--- src/inc/csv_pkg.sv ---
// ****************************************************************
// Constants for the cable signal-quality variance estimator
// ****************************************************************
package csv_pkg;
  // Register indexes; the byte address is four times the index
  localparam logic [5:0] IDX_CONTROL = 6'h1A; // Control and ready flag
  localparam logic [5:0] IDX_SUM = 6'h1B; // Sum, two 16-bit halves
  localparam logic [5:0] IDX_IRQ_STATUS = 6'h1C; // Sticky events, RO
  localparam logic [5:0] IDX_IRQ_CLEAR = 6'h1D; // Write one to clear
  localparam logic [5:0] IDX_IRQ_ENABLE = 6'h1E; // Interrupt mask
  // Control field positions
  localparam int CTL_ON = 0; // Computation on
  localparam int CTL_WIN_LO = 1; // Window select, low bit
  localparam int CTL_WIN_HI = 2; // Window select, high bit
  localparam int CTL_HOLD = 3; // Hold snapshot
  localparam int CTL_READY = 15; // Variance ready flag
  // Interrupt event positions
  localparam int EV_LOADED = 0; // New sum loaded
  localparam int EV_DROPPED = 1; // Sum lost while held
  localparam int EV_W = 2; // Number of events
  // Reset values
  localparam logic [1:0] WIN_RESET = 2'h0; // 2 ms window
  localparam logic [EV_W-1:0] IRQ_EN_RESET = 2'h0; // All masked
  // Timing: one window unit is 2**17 periods of an 8 ns clock
  localparam int unsigned CLK_NS = 10; // System clock period
  localparam int unsigned UNIT_REF_NS = 8; // Reference clock period
  localparam int unsigned UNIT_REF_CYCLES = 131072; // Two to the 17th
  localparam int unsigned UNIT_NS = UNIT_REF_CYCLES * UNIT_REF_NS;
  // Period, so round down to whole system cycles
  localparam int unsigned UNIT_CYCLES = UNIT_NS / CLK_NS;
  localparam int unsigned UNITS_PER_STEP = 2; // 2 ms per select step
endpackage : csv_pkg

--- src/hw/csv_estimator.sv ---
// Notes on behaviour
// - Accumulate only from 100 Mb receive samples.
// - Ready flag on load, cleared after read pair.
// - Control bits 14..4 read zero, ignore writes.
// - Hold bit blocks new sums reaching data.
// - Hold bit self-clears after read pair.
// - Window select picks 2, 4, 6, 8 ms.
// - New window select restarts the computation.
// - Data register loads only at window expiry.
// - Window unit is 1.048576 ms, not 1 ms.
// - Compute only while enable bit set; resets off.
// - First read low half, second high half.
//
// The Avalon-MM slave port was decided locally.
`timescale 1ns/1ps
module csv_estimator #(
  parameter int unsigned UNIT_CYCLES = csv_pkg::UNIT_CYCLES,
  parameter int SMP_W = 16
) (
  input wire logic clk_sys_i,
  input wire logic rst_i,
  input wire logic [7:0] avs_address_i,
  input wire logic avs_read_i,
  input wire logic avs_write_i,
  input wire logic [31:0] avs_writedata_i,
  input wire logic [3:0] avs_byteenable_i,
  output logic [31:0] avs_readdata_o,
  output logic avs_waitrequest_o,
  input wire logic rx_100m_i,
  input wire logic smp_valid_i,
  input wire logic [SMP_W-1:0] smp_err_i,
  output logic irq_o
);

  // ****************************************************************
  // Bus decode
  // ****************************************************************
  logic [5:0] idx; // Word index of the access
  logic req; // Any request pending
  logic take; // Request completes at this edge
  logic wr_ctl; // Control write completes
  logic rd_sum; // Sum read completes
  logic wr_clr; // Interrupt clear write completes
  logic wr_en; // Interrupt enable write completes

  assign idx = avs_address_i[7:2];
  assign req = avs_read_i | avs_write_i;
  // Requests complete when waitrequest is already low
  assign take = req & ~avs_waitrequest_o;
  assign wr_ctl = take & avs_write_i & avs_byteenable_i[0]
                  & (idx == csv_pkg::IDX_CONTROL);
  assign rd_sum = take & avs_read_i & (idx == csv_pkg::IDX_SUM);
  assign wr_clr = take & avs_write_i & avs_byteenable_i[0]
                  & (idx == csv_pkg::IDX_IRQ_CLEAR);
  assign wr_en = take & avs_write_i & avs_byteenable_i[0]
                 & (idx == csv_pkg::IDX_IRQ_ENABLE);

  // ****************************************************************
  // Control register
  // ****************************************************************
  logic comp_on; // Computation enabled
  logic [1:0] win_sel; // Window length select
  logic hold; // Snapshot held
  logic ready; // New sum available
  logic half_hi; // Next sum read returns the high half
  logic [1:0] next_win_sel; // Written window select
  logic next_hold; // Written hold bit
  logic win_restart; // Window select changed
  logic hold_rise; // Hold newly set by software
  logic pair_done; // Second read of the pair completes
  logic load; // Window expired and sum is taken

  assign next_win_sel = avs_writedata_i[csv_pkg::CTL_WIN_HI:
                                        csv_pkg::CTL_WIN_LO];
  assign next_hold = avs_writedata_i[csv_pkg::CTL_HOLD];
  // Only a changed value restarts; rewriting the same select
  // while touching the hold bit must not lose a window
  assign win_restart = wr_ctl & (next_win_sel != win_sel);
  assign hold_rise = wr_ctl & next_hold & ~hold;
  assign pair_done = rd_sum & half_hi;

  // Enable and window select, software owned
  always_ff @(posedge clk_sys_i or posedge rst_i) begin
    if (rst_i) begin
      comp_on <= 1'b0;
      win_sel <= csv_pkg::WIN_RESET;
    end else if (wr_ctl) begin
      comp_on <= avs_writedata_i[csv_pkg::CTL_ON];
      win_sel <= next_win_sel;
    end
  end

  // Hold bit: software sets it, the read pair clears it
  always_ff @(posedge clk_sys_i or posedge rst_i) begin
    if (rst_i) begin
      hold <= 1'b0;
    end else if (wr_ctl) begin
      // A software write in the same cycle wins over the pair
      hold <= next_hold;
    end else if (pair_done) begin
      hold <= 1'b0;
    end
  end

  // Ready flag: a load in the clearing cycle keeps it set
  always_ff @(posedge clk_sys_i or posedge rst_i) begin
    if (rst_i) begin
      ready <= 1'b0;
    end else if (load) begin
      ready <= 1'b1;
    end else if (pair_done) begin
      ready <= 1'b0;
    end
  end

  // Half pointer, back to the low half after a pair or new hold
  always_ff @(posedge clk_sys_i or posedge rst_i) begin
    if (rst_i) begin
      half_hi <= 1'b0;
    end else if (hold_rise) begin
      half_hi <= 1'b0;
    end else if (rd_sum) begin
      half_hi <= ~half_hi;
    end
  end

  // ****************************************************************
  // Window timing
  // ****************************************************************
  logic [31:0] unit_cnt; // System cycles within one unit
  logic [3:0] unit_num; // Units elapsed in the window
  logic unit_end; // Last cycle of a unit
  logic win_end; // Last cycle of the window
  logic [3:0] win_units; // Units in the selected window
  logic run; // Counting and accumulating

  assign run = comp_on & ~win_restart;
  // One unit is 2**17 reference periods in system cycles
  assign unit_end = (unit_cnt == 32'(UNIT_CYCLES - 1));
  // Select 0..3 gives 2, 4, 6 or 8 units
  assign win_units = 4'(({2'h0, win_sel} + 4'h1)
                        * csv_pkg::UNITS_PER_STEP);
  assign win_end = unit_end & (unit_num == 4'(win_units - 4'h1));

  // Cycle counter inside a unit
  always_ff @(posedge clk_sys_i or posedge rst_i) begin
    if (rst_i) begin
      unit_cnt <= 32'h0000_0000;
    end else if (~run | unit_end) begin
      unit_cnt <= 32'h0000_0000;
    end else begin
      unit_cnt <= unit_cnt + 32'h0000_0001;
    end
  end

  // Unit counter inside the window
  always_ff @(posedge clk_sys_i or posedge rst_i) begin
    if (rst_i) begin
      unit_num <= 4'h0;
    end else if (~run | win_end) begin
      unit_num <= 4'h0;
    end else if (unit_end) begin
      unit_num <= unit_num + 4'h1;
    end
  end

  // ****************************************************************
  // Accumulation and data register
  // ****************************************************************
  logic [31:0] acc; // Running variance sum
  logic [31:0] sum_q; // Sum seen by software
  logic [31:0] sq; // Square of the incoming error
  logic smp_take; // Sample counted this cycle
  logic [31:0] acc_in; // Accumulator plus this sample

  assign sq = 32'(smp_err_i) * 32'(smp_err_i);
  assign smp_take = run & smp_valid_i & rx_100m_i;
  assign acc_in = smp_take ? acc + sq : acc;
  // The sum wraps at 32 bits; large errors over a long window
  // can overflow, which software must allow for
  assign load = run & win_end & ~hold;

  // Accumulator, emptied at each window start
  always_ff @(posedge clk_sys_i or posedge rst_i) begin
    if (rst_i) begin
      acc <= 32'h0000_0000;
    end else if (~run | win_end) begin
      acc <= 32'h0000_0000;
    end else begin
      acc <= acc_in;
    end
  end

  // Data register, loaded only at expiry and never while held
  always_ff @(posedge clk_sys_i or posedge rst_i) begin
    if (rst_i) begin
      sum_q <= 32'h0000_0000;
    end else if (load) begin
      sum_q <= acc_in;
    end
  end

  // ****************************************************************
  // Interrupts
  // ****************************************************************
  logic [csv_pkg::EV_W-1:0] ev; // Events of this cycle
  logic [csv_pkg::EV_W-1:0] irq_stat; // Sticky status
  logic [csv_pkg::EV_W-1:0] irq_en; // Enable mask

  assign ev[csv_pkg::EV_LOADED] = load;
  assign ev[csv_pkg::EV_DROPPED] = run & win_end & hold;

  // Sticky status; a new event beats a clear in the same cycle
  always_ff @(posedge clk_sys_i or posedge rst_i) begin
    if (rst_i) begin
      irq_stat <= '0;
    end else if (wr_clr) begin
      irq_stat <= (irq_stat & ~avs_writedata_i[csv_pkg::EV_W-1:0]) | ev;
    end else begin
      irq_stat <= irq_stat | ev;
    end
  end

  // Interrupt mask
  always_ff @(posedge clk_sys_i or posedge rst_i) begin
    if (rst_i) begin
      irq_en <= csv_pkg::IRQ_EN_RESET;
    end else if (wr_en) begin
      irq_en <= avs_writedata_i[csv_pkg::EV_W-1:0];
    end
  end

  // Registered level output, one cycle behind the status
  always_ff @(posedge clk_sys_i or posedge rst_i) begin
    if (rst_i) begin
      irq_o <= 1'b0;
    end else begin
      irq_o <= |(irq_stat & irq_en);
    end
  end

  // ****************************************************************
  // Avalon slave answer
  // ****************************************************************
  logic [31:0] rd_mux; // Read data for the pending access

  // Read multiplexer; unmapped and write-only words read zero
  always_comb begin
    rd_mux = 32'h0000_0000;
    unique case (idx)
      csv_pkg::IDX_CONTROL: begin
        // Bits 14..4 stay zero whatever was written
        rd_mux[csv_pkg::CTL_READY] = ready;
        rd_mux[csv_pkg::CTL_HOLD] = hold;
        rd_mux[csv_pkg::CTL_WIN_HI:csv_pkg::CTL_WIN_LO] = win_sel;
        rd_mux[csv_pkg::CTL_ON] = comp_on;
      end
      csv_pkg::IDX_SUM: begin
        rd_mux[15:0] = half_hi ? sum_q[31:16] : sum_q[15:0];
      end
      csv_pkg::IDX_IRQ_STATUS: begin
        rd_mux[csv_pkg::EV_W-1:0] = irq_stat;
      end
      csv_pkg::IDX_IRQ_ENABLE: begin
        rd_mux[csv_pkg::EV_W-1:0] = irq_en;
      end
      default: begin
        rd_mux = 32'h0000_0000;
      end
    endcase
  end

  // One wait cycle per access: data is latched while waiting
  always_ff @(posedge clk_sys_i or posedge rst_i) begin
    if (rst_i) begin
      avs_waitrequest_o <= 1'b1;
      avs_readdata_o <= 32'h0000_0000;
    end else if (req & avs_waitrequest_o) begin
      avs_waitrequest_o <= 1'b0;
      avs_readdata_o <= avs_read_i ? rd_mux : 32'h0000_0000;
    end else begin
      avs_waitrequest_o <= 1'b1;
    end
  end

  // ****************************************************************
  // Checks
  // ****************************************************************
  a_ready_on_load: assert property (@(posedge clk_sys_i)
    disable iff (rst_i) load |=> ready)
    else $error("ready flag not set after load");

  a_ready_pair_clr: assert property (@(posedge clk_sys_i)
    disable iff (rst_i) (pair_done && !load) |=> !ready)
    else $error("ready flag not cleared after read pair");

  a_reserved_zero: assert property (@(posedge clk_sys_i)
    disable iff (rst_i)
    (take && avs_read_i && idx == csv_pkg::IDX_CONTROL)
    |-> avs_readdata_o[14:4] == 11'h000)
    else $error("reserved control bits not zero");

  a_hold_blocks: assert property (@(posedge clk_sys_i)
    disable iff (rst_i) hold |=> $stable(sum_q))
    else $error("sum changed while held");

  a_hold_selfclr: assert property (@(posedge clk_sys_i)
    disable iff (rst_i) (pair_done && !wr_ctl) |=> !hold)
    else $error("hold bit not cleared after read pair");

  a_window_len: assert property (@(posedge clk_sys_i)
    disable iff (rst_i)
    win_end |-> unit_num == 4'(2 * win_sel + 1))
    else $error("window length wrong for select");

  a_restart_clr: assert property (@(posedge clk_sys_i)
    disable iff (rst_i)
    win_restart |=> (acc == 32'h0 && unit_cnt == 32'h0 && unit_num == 4'h0))
    else $error("window not restarted on new select");

  a_load_expiry: assert property (@(posedge clk_sys_i)
    disable iff (rst_i) $changed(sum_q) |-> $past(win_end))
    else $error("sum loaded outside window expiry");

  a_off_idle: assert property (@(posedge clk_sys_i)
    disable iff (rst_i) !comp_on |=> (acc == 32'h0 && !load))
    else $error("computation ran while disabled");

  a_only_100m: assert property (@(posedge clk_sys_i)
    disable iff (rst_i)
    (run && !win_end && !rx_100m_i) |=> $stable(acc))
    else $error("accumulated outside 100 Mb mode");

  a_half_order: assert property (@(posedge clk_sys_i)
    disable iff (rst_i) hold_rise |=> !half_hi)
    else $error("read pair does not start low");

  a_bus_answer: assert property (@(posedge clk_sys_i)
    disable iff (rst_i)
    (req && avs_waitrequest_o) |=> !avs_waitrequest_o)
    else $error("bus answer not given after one wait");

endmodule : csv_estimator

--- config.mk ---
export PLATFORM = sky130hd
export DESIGN_NAME = csv_estimator
export DESIGN_NICKNAME = d
export VERILOG_FILES = /design/src/inc/csv_pkg.sv /design/src/hw/csv_estimator.sv
export SDC_FILE = /design/constraint.sdc
export NUM_CORES = 1
export LEC_CHECK = 0
export ABC_AREA = 1
export BUFFER_PORTS_ARGS = -buffer_cell sky130_fd_sc_hd__buf_2
export CAP_MARGIN = 40
export CELL_PAD_IN_SITES_DETAIL_PLACEMENT = 1
export CELL_PAD_IN_SITES_GLOBAL_PLACEMENT = 1
export CORE_MARGIN = 1.5
export CORE_UTILIZATION = 41
export DETAILED_ROUTE_END_ITERATION = 12
export GPL_TIMING_DRIVEN = 0
export PLACE_DENSITY_LB_ADDON = 0.1
export SLEW_MARGIN = 20
export SYNTH_ARGS = -nofsm -noshare
export SYNTH_HDL_FRONTEND = slang
export SYNTH_SLANG_ARGS = --single-unit
--- constraint.sdc ---
create_clock -name clk_sys_i -period 5.7 [get_ports clk_sys_i]
set_clock_uncertainty 0.2 [all_clocks]
set_input_delay 0.285 -clock clk_sys_i [delete_from_list [all_inputs] [get_ports clk_sys_i]]
set_output_delay 0.285 -clock clk_sys_i [all_outputs]
set_load 0.005 [all_outputs]
## After elaboration in Yosys (flattened, before gate mapping)

Index checks and enable logic that the tools add are counted.

- Register bits: 144
- Bits of input ports: 66
- Output and inout port bits: 34
- Word-level logic and storage cells: 84

- Add/sub/neg operators: 5
- Multiply operators: 1
- Eq/ne operators: 8
- Mux-type cells: 18
- Bitwise operators: 33
- Reductions and logical operators: 5

Operator list:

| operator | count |
|---|---|
| $mux 32 | 3 |
| $add 32x1->32 const B | 1 |
| $add 32x32->32 | 1 |
| $eq 32x17->1 const B | 1 |
| $mul 16x16->32 | 1 |
| $mux 16 | 2 |
| $eq 6x5->1 const B | 5 |
| $and 1x1->1 | 20 |
| $mux 11 | 1 |
| $mux 4 | 2 |
| $pmux 2 s4 | 1 |
| $reduce_bool 2->1 | 4 |
| $mux 1 | 6 |
| $not 1->1 | 5 |
| $add 4x1->4 const B | 1 |
| $and 2x2->2 | 2 |
| $eq 4x4->1 | 1 |
| $or 2x2->2 | 2 |
| $pmux 2 s2 | 1 |
| $sub 4x1->4 const B | 1 |
| $add 2x1->3 const B | 1 |
| $or 1x1->1 | 3 |
| $mux 2 | 1 |
| $ne 2x2->1 | 1 |
| other kinds (3) | 3 |

## Depth between registers and ports, before layout

- Depth in word-level cells: 12
- Depth in mapped cells: 30
- Mapped depth without buffers: 28

## Least setup slack after synthesis

OpenSTA, ideal clock, no wires.

- Kind: input to register
- Start point: in smp_err_i[11]
- End point: reg sum_q[31]
- Setup time: 0.117 ns
- Arrival time: 5.323 ns
- Required time: 5.383 ns
- Path slack: 0.059 ns
- Cell stages on the path: 25
- Buffers on the path: 2
- Cell sequence: clkbuf_1 -> clkbuf_1 -> nand2_1 -> fa_1 -> inv_1 -> fa_1 -> inv_1 -> fa_1 -> inv_1 -> fa_1 -> fa_1 -> inv_1 -> fa_1 -> inv_1 -> ha_1 -> nand2_1 -> nor2_1 -> inv_1 -> nor2_1 -> and2_1 -> nand2_1 -> nand3_1 -> nand3_1 -> nand3_1 -> nand2_1

- Longest elaborated chain between the ends: 3

RTL lines:

| element | line | source |
|---|---|---|
| start, declared | csv_estimator.sv:31 | `input wire logic [SMP_W-1:0] smp_err_i,` |
| $mul 16x16->32 | csv_estimator.sv:176 | `assign sq = 32'(smp_err_i) * 32'(smp_err_i);` |
| $add 32x32->32 | csv_estimator.sv:178 | `assign acc_in = smp_take ? acc + sq : acc;` |
| $mux 32 | csv_estimator.sv:178 |  |
| end signal, assigned | csv_estimator.sv:199 | `sum_q <= acc_in;` |
| end, declared | csv_estimator.sv:171 | `logic [31:0] sum_q;` |

Every way passes these cells.
A chain may end at the register's enable or synchronous reset.

## Final worst setup path

- Start point: in smp_err_i[9]
- End point: reg sum_q[27]

Same word-level chain as after synthesis.

==> results.sh <==
export IMPL_synth_seq_area_share=0.211
export IMPL_die_h_um=196
export IMPL_path_class="in -> reg"
export IMPL_post_place_cells=2534
export IMPL_timing_fmax_mhz=184
export IMPL_p_per_area_nw_per_um2=578
export IMPL_reg2regPathDepth=17
export IMPL_end_kind="flip-flop"
export IMPL_crit_fanout=10
export IMPL_fin_ws_ps=253
export IMPL_yosys_warnings=0
export IMPL_boundaryPins=100
export IMPL_slowest_delay_ps=580
export IMPL_hp_class="in -> reg"
export IMPL_drt_total_wl_mm=42.9
export IMPL_slew_headroom=0.596
export IMPL_clkSinkCount=128
export IMPL_initial_core_util=0.416
export IMPL_place_gp_congestion=0.866
export IMPL_port_buffers=41
export IMPL_irDropWorstVdd_mv=0.519
export IMPL_grt_pass1_wl_mm=70.6
export IMPL_ys_ff_latch=128
export IMPL_status="finished clean"
export IMPL_reg2reg_setup_slack_ps=1080
export IMPL_syn_area_per_cell_um2=7.57
export IMPL_h_tree_depth=4
export IMPL_cts_tree="built"
export IMPL_drc=0
export IMPL_ys_async_sr_fraction=1.00
export IMPL_cts_buffer_depth=2
export IMPL_grt_use_total=0.238
export IMPL_dieArea_um2=38300
export IMPL_ys_flop_type="dfrtp_1"
export IMPL_syn2layout_area_growth_pct=12.9
export IMPL_grt_max_degree=102
export IMPL_cap_viol_max_count=0
export IMPL_place_hpwl_mm=36.6
export IMPL_crit_family="adder cells"
export IMPL_ant_nets=0
export IMPL_core_area_um2=36500
export IMPL_postPlaceCellArea_um2=16100
export IMPL_finalCritPeriodShare=0.956
export IMPL_synth_area_top_cells="fa_1, dfrtp_1, nand2_1, inv_1, ha_1"
export IMPL_yosysTopAreaCellShare=0.251
export IMPL_cts_root_buf="clkbuf_16"
export IMPL_synth_edf_count=0
export IMPL_fin_cells=2570
export IMPL_yosysUniqueCellTypes=42
export IMPL_cp_data_arrival_time_ps=5560
export IMPL_tightest_slew_ps=601
export IMPL_final_min_clock_period_ps=5450
export IMPL_finalSetupViolCount=0
export IMPL_finalPower_mw=9.92
export IMPL_via_count=12400
export IMPL_reg2reg_from="acc[10]$_DFF_PP0_"
export IMPL_synth_area_um2=15200
export IMPL_crit_slowest_cell="fa_1"
export IMPL_grt_ovfl_total=0
export IMPL_crit_buf_inv=9
export IMPL_nets=2452
export IMPL_rsz0062_at_grt="yes"
export IMPL_wl_per_cell_um=16.7
export IMPL_cts_buffers=17
export IMPL_path_depth=26
export IMPL_finalHoldViolCount=0
export IMPL_dp_slack_ps=-1410
export IMPL_firstDrtPassIters=5
export IMPL_crit_start="smp_err_i[9]"
export IMPL_final_max_slew_viol_count=0
export IMPL_timing_rr_end="sum_q[11]$_DFFE_PP0P_"
export IMPL_p_leak_nw=9.64
export IMPL_drtIter0Drc=558
export IMPL_rows=70
export IMPL_clock_latency_ps=430
export IMPL_fp_dieW_um=196
export IMPL_path_clk_slew_ps=60
export IMPL_required_ps=5820
export IMPL_grt_pass1_vias=13300
export IMPL_grt_antenna_before_repair=0
export IMPL_crit_end="sum_q[27]$_DFFE_PP0P_"
export IMPL_drive_gt1_frac=0.0980
export IMPL_netlist_top_cell_by_area="fa_1"
export IMPL_synthCells=2009
export IMPL_start_kind="primary input"
export IMPL_post_drt_via_cell_ratio=4.81
export IMPL_num_antenna_cells=0
export IMPL_cpMostUsedCell="inv_1"
export IMPL_final_cell_area_um2=17200
-- registers in the layout, summed over array words and instances, names as in the netlist --
signal	flops
avs_readdata_o	16
irq_stat	2
win_sel	2
comp_on	1
unit_cnt	32
hold	1
ready	1
irq_o	1
irq_en	2
sum_q	32
acc	32
avs_waitrequest_o	1
unit_num	4
half_hi	1
-- tightest hold or removal path: stages --
cell     delay (ps)
buf_2           110
or4_1           120
o21ai_0          70
nand2_1          60
-- worst min path at each step --
stage | from | to | slack, ps | cells after the start
after floorplan | avs_writedata_i[2] | win_sel[1]$_DFFE_PP0P_ | 210 | 2
after global placement | sum_q[19]$_DFFE_PP0P_ | sum_q[19]$_DFFE_PP0P_ | 260 | 2
after detailed placement | rst_i | avs_readdata_o[0]$_DFFE_PP0P_ | 60 | 2
after CTS | avs_address_i[3] | irq_stat[1]$_DFF_PP0_ | 40 | 4
after global routing | avs_address_i[3] | irq_stat[1]$_DFF_PP0_ | 50 | 4
final | avs_address_i[3] | irq_stat[1]$_DFF_PP0_ | 50 | 4
-- per-stage QoR --
| step | hold slack [ps] | util | TNS, ps |
|---|---|---|---|
| after floorplan | 206 | - | 0 |
| after global placement | 264 | 0.440 | -47690 |
| after detailed placement | 55.4 | 0.441 | -49790 |
| after CTS | 37.8 | 0.464 | 0 |
| after global routing | 54.4 | 0.470 | -13.2 |
| final | 45.4 | 0.470 | 0 |
-- cell families after synthesis --
family                     after synthesis  synth area share
and+or+nand+nor                        824             0.224
buffers and inverters                  602             0.155
adders and majority gates              297             0.339
DFF                                    128             0.211
AOI/OAI and AO/OA                       92            0.0327
xor gates and xnor gates                51            0.0294
muxes                                   14           0.00921
other                                    1          0.000247
-- layout by cell type, fill, tap and decap left out, types with 11 or more instances in the layout --
cell	n
nor3_1	28
nor2_2	11
a21oi_1	25
nand4_1	14
clkbuf_16	17
conb_1	16
xnor2_1	15
buf_4	21
mux2i_1	14
fa_1	191
inv_1	522
xor2_1	33
o21ai_0	28
o21ai_1	25
nand2_1	524
nor2_1	118
inv_2	13
buf_2	51
ha_1	100
nand3_1	73
dfrtp_1	127
-- area by class of cell --
cell class	instances	area [um^2]
Fill cell	4569	19400
Multi-Input combinational cell	1294	9870
Sequential cell	128	3200
Inverter	536	2020
Tap cell	468	586
Buffer	63	539
Clock buffer	24	512
Timing Repair Buffer	49	310
Clock inverter	8	124
-- synth_stat cells (all sizes together) (2+ instances only) --
cell and count:
xnor2 18, o221ai 3, nor3 31, nand3b 5, buf 34, clkbuf 32
nand2 535, nand3 78, nor4 7, ha 106, nand4 14, o31ai 2
fa 191, a21oi 27, o21ai 53, mux2i 14, inv 536, nor2 139
and2 2, or2 11, o21bai 4, xor2 33, dfrtp 127
-- power breakdown --
part	leakage [nW]	internal [mW]	switching (mW)
registers	1.77	0.917	0.00588
clock network	0.309	0.758	0.425
logic	7.57	2.80	5.01
total	9.64	4.47	5.45
-- per-layer routing --
| layer | vias up | track usage | share of wire |
|---|---|---|---|
| met2 | 145 | 0.399 | 0.48 |
| li1 | 6006 | - | - |
| met1 | 6187 | 0.340 | 0.48 |
| met5 | - | 0 | 0 |
| met3 | 25 | 0.0257 | 0.029 |
| met4 | 0 | 0.0359 | 0.0090 |
-- what timing repair did --
action,in CTS,in global routing
endpoints found under the hold margin,42,0
hold buffers,6,0
buffers inserted,0,1
pin swaps,0,3
endpoints found under the setup margin,46,37
resized for setup,64,76
(Power assumes the default switching activity.)
